`config.mk`:
```
export PLATFORM = sky130hd
export DESIGN_NAME = logic_function
export DESIGN_NICKNAME = d
export VERILOG_FILES = /design/src/logic_eval.v /design/src/sticky_flags.v /design/src/logic_function.v
export VERILOG_INCLUDE_DIRS = /design/src
export SDC_FILE = /design/constraint.sdc
export NUM_CORES = 1
export LEC_CHECK = 0
export ABC_AREA = 1
export BUFFER_PORTS_ARGS = -buffer_cell sky130_fd_sc_hd__buf_2
export CORE_AREA = 4 4 118 120
export CTS_CLUSTER_SIZE = 8
export DETAILED_ROUTE_END_ITERATION = 6
export DIE_AREA = 0 0 122 124
export HOLD_SLACK_MARGIN = 0.12
export PLACE_DENSITY_LB_ADDON = 0.05
export SKIP_LAST_GASP = 1
export SYNTH_ARGS = -nofsm -noshare
export SYNTH_HDL_FRONTEND = slang
export SYNTH_SLANG_ARGS = --single-unit
```
`constraint.sdc`:
```
create_clock -name clk -period 6.2 [get_ports clk]
set_input_delay 0.93 -clock clk [delete_from_list [all_inputs] [get_ports clk]]
set_output_delay 0.93 -clock clk [all_outputs]
set_load 0.05 [all_outputs]
```
`src/logic_function_regs.vh`:
```
// Register map, field layout, reset values and codes of the logic function block
// Notes on behaviour
// NAND drives true when any considered input is false, false when all are true.
// Only inputs flagged connected take part; unconnected inputs are ignored entirely.
// Eight single-bit operand inputs feed the operation; one single-bit result output.
// Equality drives true when all considered inputs share one value, else false.
// Inequality drives false when all considered inputs are equal, true when they differ.
// OR drives true when any considered input is true, false when all are false.
// An indeterminate result takes its value and error from the error-handling choice.
// Error handling offers true good, true bad, false good and false bad.
// The configuring party picks the operation through the function selector.
// An error on a considered input propagates as error status to the output. The code drives no error with the selector at off or AND.
// With the selector at off, the output stays false whatever the inputs.
// Output and error are registered each clock; reset clears both to false, no error.
// With no input connected the result is indeterminate and error handling applies; the code does so only for NAND, equality, inequality and OR.
`ifndef LOGIC_FUNCTION_REGS_VH
`define LOGIC_FUNCTION_REGS_VH

// ======================================================
// Bus geometry
`define ADDR_W 8
`define RESP_OKAY 2'h0
`define RESP_SLVERR 2'h2

// ======================================================
// Register byte offsets
`define OFS_CTRL 8'h00
`define OFS_STATUS 8'h04
`define OFS_INT_STAT 8'h08
`define OFS_INT_MASK 8'h0C
`define OFS_CHG_COUNT 8'h10

// ======================================================
// Control fields and reset values
`define CTRL_FUNC_LSB 0
`define CTRL_FUNC_MSB 3
`define CTRL_ERRH_LSB 4
`define CTRL_ERRH_MSB 5
`define FUNC_RESET 4'h0
`define ERRH_RESET 2'h2
`define INT_MASK_RESET 4'h0

// ======================================================
// Function selector codes
`define FN_OFF 4'h0
`define FN_AND 4'h1
`define FN_NAND 4'h2
`define FN_ALL_SAME 4'h3
`define FN_ANY_DIFFER 4'h4
`define FN_OR 4'h5

// ======================================================
// Error-handling codes: bit 1 picks false, bit 0 marks an error
`define ERRH_TRUE_GOOD 2'h0
`define ERRH_TRUE_BAD 2'h1
`define ERRH_FALSE_GOOD 2'h2
`define ERRH_FALSE_BAD 2'h3

// ======================================================
// Interrupt status bits
`define INT_N 4
`define INT_RISE 0
`define INT_FALL 1
`define INT_INDET 2
`define INT_ERR 3

`endif

```
`src/logic_eval.v`:
```
// Combinational evaluation of the selected logic operation
`timescale 1ns/1ps
`include "logic_function_regs.vh"

module logic_eval (
	// Operands
	input wire [7:0] in_val,
	input wire [7:0] in_conn,
	input wire [7:0] in_err,
	// Configuration
	input wire [3:0] func,
	input wire [1:0] err_mode,
	// Result
	output reg value,
	output reg error,
	output reg indet
);

	wire [7:0] is_true_w;
	wire [7:0] is_false_w;
	wire [7:0] is_err_w;
	reg any_true;
	reg any_false;
	reg any_err;
	reg none_conn;

	// ======================================================
	// Per-input qualification
	genvar i;
	generate
		for (i = 0; i < 8; i = i + 1) begin : g_bit
			assign is_true_w[i] = in_conn[i] & in_val[i];
			assign is_false_w[i] = in_conn[i] & ~in_val[i];
			assign is_err_w[i] = in_conn[i] & in_err[i];
		end
	endgenerate

	// ======================================================
	// Operation select
	always @* begin
		any_true = |is_true_w;
		any_false = |is_false_w;
		any_err = |is_err_w;
		none_conn = ~|in_conn;
		value = 1'b0;
		error = 1'b0;
		indet = 1'b0;
		case (func)
			`FN_NAND: begin
				value = any_false;
				error = any_err;
			end
			`FN_ALL_SAME: begin
				value = ~(any_true & any_false);
				error = any_err;
			end
			`FN_ANY_DIFFER: begin
				value = any_true & any_false;
				error = any_err;
			end
			`FN_OR: begin
				value = any_true;
				error = any_err;
			end
			default: begin
				value = 1'b0;
				error = 1'b0;
			end
		endcase
		if (none_conn && (func == `FN_NAND || func == `FN_ALL_SAME || func == `FN_ANY_DIFFER ||
			func == `FN_OR)) begin
			indet = 1'b1;
			value = ~err_mode[1];
			error = err_mode[0];
		end
	end

endmodule

```
`src/sticky_flags.v`:
```
// Sticky event flags, cleared by writing one, set wins over clear
`timescale 1ns/1ps
`include "logic_function_regs.vh"

module sticky_flags (
	// Clock and reset
	input wire clk,
	input wire rst,
	// Events and clears
	input wire [`INT_N-1:0] set,
	input wire [`INT_N-1:0] clr,
	// Flags
	output wire [`INT_N-1:0] flag
);

	reg [`INT_N-1:0] flag_q;

	assign flag = flag_q;

	// ======================================================
	// One flip-flop per flag
	genvar i;
	generate
		for (i = 0; i < `INT_N; i = i + 1) begin : g_flag
			always @(posedge clk or posedge rst) begin
				if (rst) begin
					flag_q[i] <= 1'b0;
				end else if (set[i]) begin
					flag_q[i] <= 1'b1;
				end else if (clr[i]) begin
					flag_q[i] <= 1'b0;
				end
			end
		end
	endgenerate

endmodule

```
`src/logic_function.v`:
```
// Logic function block with AXI4-Lite registers and interrupt
//
// The AXI4-Lite register port and the register addresses are this design's own decisions.
`timescale 1ns/1ps
`include "logic_function_regs.vh"

module logic_function (
	// Clock and reset
	input wire clk,
	input wire rst,
	// Operands from neighbouring blocks
	input wire [7:0] in_val,
	input wire [7:0] in_conn,
	input wire [7:0] in_err,
	// Result to neighbouring blocks
	output reg result_q,
	output reg result_err_q,
	// Interrupt
	output reg irq_q,
	// AXI4-Lite write address
	input wire [`ADDR_W-1:0] s_axi_awaddr,
	input wire [2:0] s_axi_awprot,
	input wire s_axi_awvalid,
	output reg s_axi_awready,
	// AXI4-Lite write data
	input wire [31:0] s_axi_wdata,
	input wire [3:0] s_axi_wstrb,
	input wire s_axi_wvalid,
	output reg s_axi_wready,
	// AXI4-Lite write response
	output reg [1:0] s_axi_bresp,
	output reg s_axi_bvalid,
	input wire s_axi_bready,
	// AXI4-Lite read address
	input wire [`ADDR_W-1:0] s_axi_araddr,
	input wire [2:0] s_axi_arprot,
	input wire s_axi_arvalid,
	output reg s_axi_arready,
	// AXI4-Lite read data
	output reg [31:0] s_axi_rdata,
	output reg [1:0] s_axi_rresp,
	output reg s_axi_rvalid,
	input wire s_axi_rready
);

	// ======================================================
	// Declarations
	reg [3:0] func_q;
	reg [1:0] errh_q;
	reg [`INT_N-1:0] int_mask_q;
	reg indet_q;
	reg [15:0] chg_count_q;
	reg aw_held_q;
	reg aw_held_d;
	reg [`ADDR_W-1:0] awaddr_q;
	reg w_held_q;
	reg w_held_d;
	reg [31:0] wdata_q;
	reg [3:0] wstrb_q;
	reg bvalid_d;
	reg rvalid_d;
	reg [31:0] rd_data;
	reg rd_ok;
	reg wr_ok;
	reg [`INT_N-1:0] int_set;
	reg [`INT_N-1:0] int_clr;
	wire eval_val;
	wire eval_err;
	wire eval_indet;
	wire [`INT_N-1:0] int_flag;
	wire wr_do;
	wire rd_do;
	wire aw_take;
	wire w_take;
	reg result_d;
	reg result_err_d;
	reg indet_d;
	reg irq_d;
	reg [3:0] func_d;
	reg [1:0] errh_d;
	reg [`INT_N-1:0] int_mask_d;
	reg [15:0] chg_count_d;
	reg [`ADDR_W-1:0] awaddr_d;
	reg [31:0] wdata_d;
	reg [3:0] wstrb_d;
	reg awready_d;
	reg wready_d;
	reg [1:0] bresp_d;
	reg arready_d;
	reg [31:0] rdata_d;
	reg [1:0] rresp_d;
	wire lane0;
	wire wr_ctrl;
	wire wr_int_stat;
	wire wr_int_mask;
	wire wr_chg;
	wire ev_rise;
	wire ev_fall;
	wire ev_indet;
	wire ev_err;

	// ======================================================
	// Operation evaluation
	logic_eval u_eval (
		.in_val(in_val),
		.in_conn(in_conn),
		.in_err(in_err),
		.func(func_q),
		.err_mode(errh_q),
		.value(eval_val),
		.error(eval_err),
		.indet(eval_indet)
	);

	// ======================================================
	// Next result, straight from the evaluated operation
	always @* begin
		result_d = eval_val;
		result_err_d = eval_err;
		indet_d = eval_indet;
	end

	// ======================================================
	// Registered result
	always @(posedge clk or posedge rst) begin
		if (rst) begin
			result_q <= 1'b0;
			result_err_q <= 1'b0;
			indet_q <= 1'b0;
		end else begin
			result_q <= result_d;
			result_err_q <= result_err_d;
			indet_q <= indet_d;
		end
	end

	// ======================================================
	// Events seen on the next result
	assign ev_rise = result_d & ~result_q;
	assign ev_fall = ~result_d & result_q;
	assign ev_indet = indet_d & ~indet_q;
	assign ev_err = result_err_d & ~result_err_q;

	always @* begin
		int_set = {`INT_N{1'b0}};
		int_set[`INT_RISE] = ev_rise;
		int_set[`INT_FALL] = ev_fall;
		int_set[`INT_INDET] = ev_indet;
		int_set[`INT_ERR] = ev_err;
	end

	always @* begin
		int_clr = {`INT_N{1'b0}};
		if (wr_int_stat) begin
			int_clr = wdata_q[`INT_N-1:0];
		end
	end

	sticky_flags u_flags (
		.clk(clk),
		.rst(rst),
		.set(int_set),
		.clr(int_clr),
		.flag(int_flag)
	);

	// ======================================================
	// Interrupt, high while an unmasked flag is set
	always @* begin
		irq_d = |(int_flag & int_mask_q);
	end

	always @(posedge clk or posedge rst) begin
		if (rst) begin
			irq_q <= 1'b0;
		end else begin
			irq_q <= irq_d;
		end
	end

	// ======================================================
	// Write channel acceptance, address and data in either order
	assign aw_take = s_axi_awvalid & s_axi_awready;
	assign w_take = s_axi_wvalid & s_axi_wready;
	assign wr_do = aw_held_q & w_held_q & ~s_axi_bvalid;

	always @* begin
		aw_held_d = aw_held_q | aw_take;
		w_held_d = w_held_q | w_take;
		if (wr_do) begin
			aw_held_d = 1'b0;
			w_held_d = 1'b0;
		end
		bvalid_d = wr_do | (s_axi_bvalid & ~s_axi_bready);
		awready_d = ~aw_held_d & ~bvalid_d;
		wready_d = ~w_held_d & ~bvalid_d;
		awaddr_d = awaddr_q;
		if (aw_take) begin
			awaddr_d = s_axi_awaddr;
		end
		wdata_d = wdata_q;
		wstrb_d = wstrb_q;
		if (w_take) begin
			wdata_d = s_axi_wdata;
			wstrb_d = s_axi_wstrb;
		end
		bresp_d = s_axi_bresp;
		if (wr_do) begin
			bresp_d = wr_ok ? `RESP_OKAY : `RESP_SLVERR;
		end
	end

	always @(posedge clk or posedge rst) begin
		if (rst) begin
			aw_held_q <= 1'b0;
			w_held_q <= 1'b0;
			awaddr_q <= {`ADDR_W{1'b0}};
			wdata_q <= 32'h00000000;
			wstrb_q <= 4'h0;
			s_axi_awready <= 1'b1;
			s_axi_wready <= 1'b1;
			s_axi_bvalid <= 1'b0;
			s_axi_bresp <= `RESP_OKAY;
		end else begin
			aw_held_q <= aw_held_d;
			w_held_q <= w_held_d;
			awaddr_q <= awaddr_d;
			wdata_q <= wdata_d;
			wstrb_q <= wstrb_d;
			s_axi_awready <= awready_d;
			s_axi_wready <= wready_d;
			s_axi_bvalid <= bvalid_d;
			s_axi_bresp <= bresp_d;
		end
	end

	// ======================================================
	// Write decode
	always @* begin
		case (awaddr_q)
			`OFS_CTRL: wr_ok = 1'b1;
			`OFS_STATUS: wr_ok = 1'b1;
			`OFS_INT_STAT: wr_ok = 1'b1;
			`OFS_INT_MASK: wr_ok = 1'b1;
			`OFS_CHG_COUNT: wr_ok = 1'b1;
			default: wr_ok = 1'b0;
		endcase
	end

	// ======================================================
	// Write enables, every field but the change counter gated by byte lane 0
	assign lane0 = wstrb_q[0];
	assign wr_ctrl = wr_do & lane0 & (awaddr_q == `OFS_CTRL);
	assign wr_int_stat = wr_do & lane0 & (awaddr_q == `OFS_INT_STAT);
	assign wr_int_mask = wr_do & lane0 & (awaddr_q == `OFS_INT_MASK);
	assign wr_chg = wr_do & (awaddr_q == `OFS_CHG_COUNT);

	// ======================================================
	// Control registers
	always @* begin
		func_d = func_q;
		errh_d = errh_q;
		int_mask_d = int_mask_q;
		if (wr_ctrl) begin
			func_d = wdata_q[`CTRL_FUNC_MSB:`CTRL_FUNC_LSB];
			errh_d = wdata_q[`CTRL_ERRH_MSB:`CTRL_ERRH_LSB];
		end
		if (wr_int_mask) begin
			int_mask_d = wdata_q[`INT_N-1:0];
		end
	end

	always @(posedge clk or posedge rst) begin
		if (rst) begin
			func_q <= `FUNC_RESET;
			errh_q <= `ERRH_RESET;
			int_mask_q <= `INT_MASK_RESET;
		end else begin
			func_q <= func_d;
			errh_q <= errh_d;
			int_mask_q <= int_mask_d;
		end
	end

	// ======================================================
	// Output change counter, saturating, any write clears
	always @* begin
		chg_count_d = chg_count_q;
		if (wr_chg) begin
			chg_count_d = 16'h0000;
		end else if ((result_d != result_q) && chg_count_q != 16'hFFFF) begin
			chg_count_d = chg_count_q + 16'h0001;
		end
	end

	always @(posedge clk or posedge rst) begin
		if (rst) begin
			chg_count_q <= 16'h0000;
		end else begin
			chg_count_q <= chg_count_d;
		end
	end

	// ======================================================
	// Read decode
	always @* begin
		rd_data = 32'h00000000;
		rd_ok = 1'b1;
		case (s_axi_araddr)
			`OFS_CTRL: begin
				rd_data[`CTRL_FUNC_MSB:`CTRL_FUNC_LSB] = func_q;
				rd_data[`CTRL_ERRH_MSB:`CTRL_ERRH_LSB] = errh_q;
			end
			`OFS_STATUS: begin
				rd_data[0] = result_q;
				rd_data[1] = result_err_q;
				rd_data[2] = indet_q;
				rd_data[15:8] = in_val;
				rd_data[23:16] = in_conn;
				rd_data[31:24] = in_err;
			end
			`OFS_INT_STAT: rd_data[`INT_N-1:0] = int_flag;
			`OFS_INT_MASK: rd_data[`INT_N-1:0] = int_mask_q;
			`OFS_CHG_COUNT: rd_data[15:0] = chg_count_q;
			default: rd_ok = 1'b0;
		endcase
	end

	// ======================================================
	// Read channel, one read under way at a time
	assign rd_do = s_axi_arvalid & s_axi_arready;

	always @* begin
		rvalid_d = rd_do | (s_axi_rvalid & ~s_axi_rready);
		arready_d = ~rvalid_d;
		rdata_d = s_axi_rdata;
		rresp_d = s_axi_rresp;
		if (rd_do) begin
			rdata_d = rd_data;
			rresp_d = rd_ok ? `RESP_OKAY : `RESP_SLVERR;
		end
	end

	always @(posedge clk or posedge rst) begin
		if (rst) begin
			s_axi_arready <= 1'b1;
			s_axi_rvalid <= 1'b0;
			s_axi_rdata <= 32'h00000000;
			s_axi_rresp <= `RESP_OKAY;
		end else begin
			s_axi_arready <= arready_d;
			s_axi_rvalid <= rvalid_d;
			s_axi_rdata <= rdata_d;
			s_axi_rresp <= rresp_d;
		end
	end

endmodule

```
==> impl_metrics.yaml, run 1 <==
yosys:
  seq_area_frac_synth_pct: 50.63
  synth_flop_cell: "dfrtp_1"
  synthDistinctLibCells: 30
  async_reset_ff_share_pct: 100.0
  synth_seq_cells: 90
  synth_edf_count: 0
  ys_warn_count: 0
  syn_area_mm2: 0.004458
  synth_cells: 580
  avgSynthCellArea_um2: 7.686
global_routing:
  grt_pass1_vias: 3817
  grt.total_usage_pct: 16.52
  grt_pass1_wl_mm: 19.40
  antenna_found_initial: 0
  overflow: 0
  grt_max_degree: 70
floorplanning:
  die_height_um: 124
  dieArea_mm2: 0.01513
  die_w_um: 122
  ios: 133
  initial_core_util_pct: 34.35
  coreArea_mm2: 0.01298
  row_count: 42
setup_path:
  worstSetupStartpointType: "input port"
  max_stage_delay_ns: 0.43
  critPathArrivalTime_ns: 2.87
  cpMostUsedCell: "nand2_1"
  required_ns: 6.41
  path_max_fanout: 23
  slowest_stage: "nor2_2"
  crit_type: "in -> reg"
  worstSetupEndpointType: "flop"
  cp_num_buf_inv: 2
  crit_chain: "buf_2 -> nor2_1 -> nand3_1 -> nor2_1 -> nand2_1 -> inv_1 -> nand2_1 -> nand2_1 -> ha_1 -> nor2_2 -> nor2_4 -> nand2_1 -> o21ai_1"
  path_delay_family: "simple AND/OR/NAND/NOR gates"
layout:
  drive_gt1_share_pct: 18.79
  fill_cells: 1402
  ff_latch_area_mm2: 0.002257
  nNetsFinal: 762
  final_common_cell: "nand2_1"
  final_cell_mix: "nand2_1, buf_2, dfrtp_1, inv_1, o21ai_0"
  area_growth_pct: 20.57
  multi_input_area_mm2: 0.001856
  diodes: 0
pwr:
  total_leakage_power_nw: 2.801
  vdd_ir_drop_max_uv: 244.8
  power_density_mw_per_mm2: 363.6
job:
  max_cap_violations: 0
sta:
  finalHoldViolations: 0
  maxSlewHeadroom_pct: 32.30
  setup_violations: 0
  period_share_pct: 42.93
  fin_setup_tns_ns: 0
  maxSlewViolCount: 0
  timing.fmax_mhz: 375.7
  finClkSkew_ns: 0.005539
  tightest_slew_ns: 1.014
  min_period_ns: 2.662
  rsz0062_at_grt: "false"
  worst_hold_slack_ns: 0.4230
clock_tree:
  cts_resized: 0
  clk_latency_ns: 0.34
  cts_num_sinks: 90
  postCtsSetupRepairBufs: 0
  hold_buffers: 0
  cts_max_path_buffers: 2
  numCtsBuffers: 9
  cts_root_buf: "clkbuf_16"
  tritoncts: "done"
  htreeDepth: 3
  cts.clk_slew.worst_paths_ns: 0.06
placed_design:
  io_buffers: 95
  gp_congestion: 0.8351
  hpwl_mm: 8.751
routing:
  num_vias: 3972
  drc: 0
  drt_wl_total_mm: 11.99
  ant_nets: 0
  dr.first_iter.drc_count: 216
  wl_per_cell_um: 14.07
  firstDrtPassIters: 5
  routed_via_density: 4.662
outcome:
  outcome: "complete, no violations"
min_path:
  min_path_type: "reg -> reg"
-- final cells by class --
class                           count  share of cell area (%)
Inverter                           67                   4.702
Tap cell                          176                   4.097
Timing Repair Buffer               97                   9.125
Clock buffer                       14                   4.912
Multi-Input combinational cell    406                   34.52
Sequential cell                    90                   41.99
Clock inverter                      2                  0.6518
-- sequential cells by signal, indices dropped and copies added, names as in the netlist, 2 cells and up --
| signal | flops |
|---|---|
| wdata_q | 6 |
| func_q | 4 |
| int_mask_q | 4 |
| s_axi_rdata | 32 |
| chg_count_q | 16 |
| awaddr_q | 8 |
| errh_q | 2 |
| u_flags.flag | 4 |
-- per-layer routing --
layer / GRT usage, % / vias to the layer above / share of wire [%]
met2: 25.45 / 78 / 46
li1: - / 2035 / -
met3: 3.270 / 12 / 4.4
met5: 0 / - / 0
met1: 22.61 / 1847 / 48
met4: 7.353 / 0 / 1.7
-- logic make-up after synthesis --
group                    after synthesis  synth area share [%]
AND/OR/NAND/NOR                      307                 29.05
flip-flops                            90                 50.63
AO/OA/AOI/OAI                         88                 10.47
buffers and inverters                 85                 7.830
XOR/XNOR                               7                 1.375
adder cells (fa/ha/maj)                2                0.5612
other                                  1               0.08412
-- worst register-to-register path, delay by kind of cell, from the launching register on --
family	cells	cell delay, ns
adder cells (fa/ha/maj)	1	0.25
AO/OA/AOI/OAI	1	0.06
AND/OR/NAND/NOR	11	1.48
flip-flops	1	0.41
buffers and inverters	1	0.05
-- worst paths after layout --
check                                  to  depth (start not counted)    startpoint  slack (ns)
hold / removal              s_axi_arready                          1  s_axi_rvalid        0.42
setup / recovery           chg_count_q[9]                         13    in_conn[7]        3.54
min in group asynchronous     awaddr_q[7]                          2           rst        0.55
setup reg to reg           chg_count_q[9]                         14     func_q[2]        3.83
max in group asynchronous  chg_count_q[4]                          3           rst        4.43
hold reg to reg             s_axi_arready                          1  s_axi_rvalid        0.42
-- synthesized netlist by cell type (4+ instances only) --
master / n / area [um^2]
nand2_1: 200 / 750.7
dfrtp_1: 86 / 2152
inv_1: 65 / 244.0
o21ai_0: 54 / 270.3
nor2_1: 38 / 142.6
nand3_1: 35 / 175.2
clkbuf_1: 13 / 48.80
a21oi_1: 12 / 60.06
nand4_1: 12 / 75.07
nor3_1: 9 / 45.04
o22ai_1: 8 / 50.05
o21ai_1: 7 / 35.03
xor2_1: 6 / 52.55
o31ai_1: 5 / 37.54
dfstp_2: 4 / 105.1
-- stage by stage --
step / util (%) / total power (W) / setup WS (ns) / instance area, um^2 / cells
global route: 41.41 / 0.002098 / 3.230 / 5375 / 852
detailed placement: 39.11 / 0.001419 / 3.127 / 5076 / 836
CTS: 41.41 / 0.001992 / 3.493 / 5375 / 852
finish: 41.41 / 0.001954 / 3.538 / 5375 / 852
global placement: 39.11 / 0.001408 / 3.151 / 5076 / 836
floorplan: - / 0.001268 / 2.941 / 4462 / 581
-- power breakdown --
group | internal, W | total, W | switching (W)
Combinational | 0.000159 | 0.000586 | 0.000427
Sequential | 0.000722 | 0.000808 | 0.0000859
Clock | 0.000335 | 0.000560 | 0.000226
Total | 0.00122 | 0.00195 | 0.000739
No activity file was read; power rests on OpenSTA's default activity.
==> inputs of run 2 (changes only) <==
==> constraint.sdc (replaced) <==
create_clock -name clk -period 2.6 [get_ports clk]
set_input_delay 0.39 -clock clk [delete_from_list [all_inputs] [get_ports clk]]
set_output_delay 0.39 -clock clk [all_outputs]
set_load 0.05 [all_outputs]
==> impl_metrics.yaml, run 2 (synthesis gave the netlist of run 1 again) <==
global_routing:
  overflow: 0
  antenna_found_initial: 0
  grt_pass1_vias: 3894
  grt.total_usage_pct: 16.76
  grt_pass1_wl_mm: 19.68
  grt_max_degree: 46
placed_design:
  gp_congestion: 0.8009
  io_buffers: 95
  hpwl_mm: 8.985
  place_inst: 841
  dp_slack_ns: 0.3618
layout:
  largestRegisters: "s_axi_rdata (32), chg_count_q (16), awaddr_q (8)"
  area_growth_pct: 22.68
  largest_reg_flops: 32
  fin_cells: 858
  final_cell_mix: "nand2_1, buf_2, dfrtp_1, inv_1, o21ai_0"
  top_register: "s_axi_rdata"
  final_common_cell: "nand2_1"
  nNetsFinal: 768
  drive_gt1_share_pct: 19.65
  utilization_pct: 42.13
  diodes: 0
clock_tree:
  cts_max_path_buffers: 2
  cts.clk_slew.worst_paths_ns: 0.06
  clk_latency_ns: 0.34
  cts_resized: 0
  cts_root_buf: "clkbuf_16"
  tritoncts: "done"
  numCtsBuffers: 9
  htreeDepth: 3
  cts_num_sinks: 90
floorplanning:
  die_height_um: 124
  dieArea_mm2: 0.01513
  die_w_um: 122
  coreArea_mm2: 0.01298
  initial_core_util_pct: 34.35
  row_count: 42
  ios: 133
routing:
  wl_per_cell_um: 13.99
  num_vias: 3930
  firstDrtPassIters: 4
  drt_wl_total_mm: 12.00
  ant_nets: 0
  drc: 0
  dr.first_iter.drc_count: 297
  routed_via_density: 4.580
sta:
  min_period_ns: 2.115
  timing.fmax_mhz: 472.8
  maxSlewHeadroom_pct: 64.45
  finClkSkew_ns: 0.006947
  fin_ws_ns: 0.4848
  fin_setup_tns_ns: 0
  maxSlewViolCount: 0
  rsz0062_at_grt: "false"
  period_share_pct: 81.35
  setup_violations: 0
  finalHoldViolations: 0
  worst_hold_slack_ns: 0.2400
  tightest_slew_ns: 0.5321
outcome:
  outcome: "complete, no violations"
min_path:
  min_path_type: "in -> reg"
setup_path:
  worstSetupStartpointType: "flop"
  crit_type: "reg -> reg"
  worstSetupEndpointType: "flop"
  required_ns: 2.82
  critPathArrivalTime_ns: 2.34
  path_max_fanout: 23
pwr:
  power_density_mw_per_mm2: 883.9
  vdd_ir_drop_max_uv: 537.1
  total_leakage_power_nw: 2.845
job:
  max_cap_violations: 0
-- run 2: changes by cell type in the layout (fill, tap and decap cells not counted) --
cell and change:
buf_12 +1, buf_4 +4, bufinv_16 +1, clkbuf_1 -2, clkinv_2 -1, clkinv_4 +1, clkinvlp_4 +1, dlygate4sd3_1 +1
-- run 2: stage by stage --
step / area (um^2) / power (W)
final: 5469 / 0.004834
after global routing: 5469 / 0.005202
after CTS: 5469 / 0.004905
after detailed placement: 5129 / 0.003441
after global placement: 5129 / 0.003419
after floorplan: 4466 / 0.003024
-- run 2: final cells by class --
| class | instances | area (um^2) |
|---|---|---|
| clock buffer | 12 | 256.5 |
| clock inverter | 4 | 73.82 |
| fill | 1379 | 7511 |
| inverter | 67 | 255.2 |
| multi-input combinational | 406 | 1856 |
| sequential | 90 | 2257 |
| tap | 176 | 220.2 |
| timing repair buffer | 103 | 550.5 |
-- run 2: layer usage --
layer | up-vias | share of wire [%] | track usage (%)
li1 | 2044 | - | -
met1 | 1793 | 48 | 22.93
met2 | 79 | 46 | 26.59
met3 | 14 | 4.5 | 3.043
met4 | 0 | 1.6 | 6.373
met5 | - | 0 | 0
-- run 2: path summary, 6_finish.rpt --
check | startpoint | slack [ns] | depth (start not counted) | to
setup / recovery | func_q[2] | 0.48 | 15 | chg_count_q[3]
hold / removal | s_axi_wdata[5] | 0.24 | 3 | wdata_q[5]
setup reg to reg | func_q[2] | 0.48 | 15 | chg_count_q[3]
hold reg to reg | s_axi_rvalid | 0.42 | 1 | s_axi_arready
max in group asynchronous | rst | 1.24 | 4 | s_axi_arready
min in group asynchronous | rst | 0.63 | 3 | awaddr_q[7]
-- run 2: repair_timing --
item,CTS,global route
hold buffers,1,0
endpoints found under the hold margin,20,0
buffers inserted,0,0
-- run 2: power by group --
part,leakage (nW),internal [W],switching (W)
Sequential,1.17,0.00172,0.000203
Combinational,1.52,0.000422,0.00104
Clock,0.163,0.000895,0.000546
-- run 2: worst max-delay path, cell delays in order (launching register included) --
cell and delay (ns):
dfrtp_1 0.41, nor2_1 0.11, nand2_1 0.07, nand2_1 0.12, inv_1 0.05, nor2_1 0.09, nand2_1 0.05, nor2_1 0.08
nand2_1 0.11, nand2_1 0.08, ha_1 0.25, nor2_2 0.18, nor2_4 0.04, buf_4 0.21, nand2_1 0.08, o21ai_1 0.06
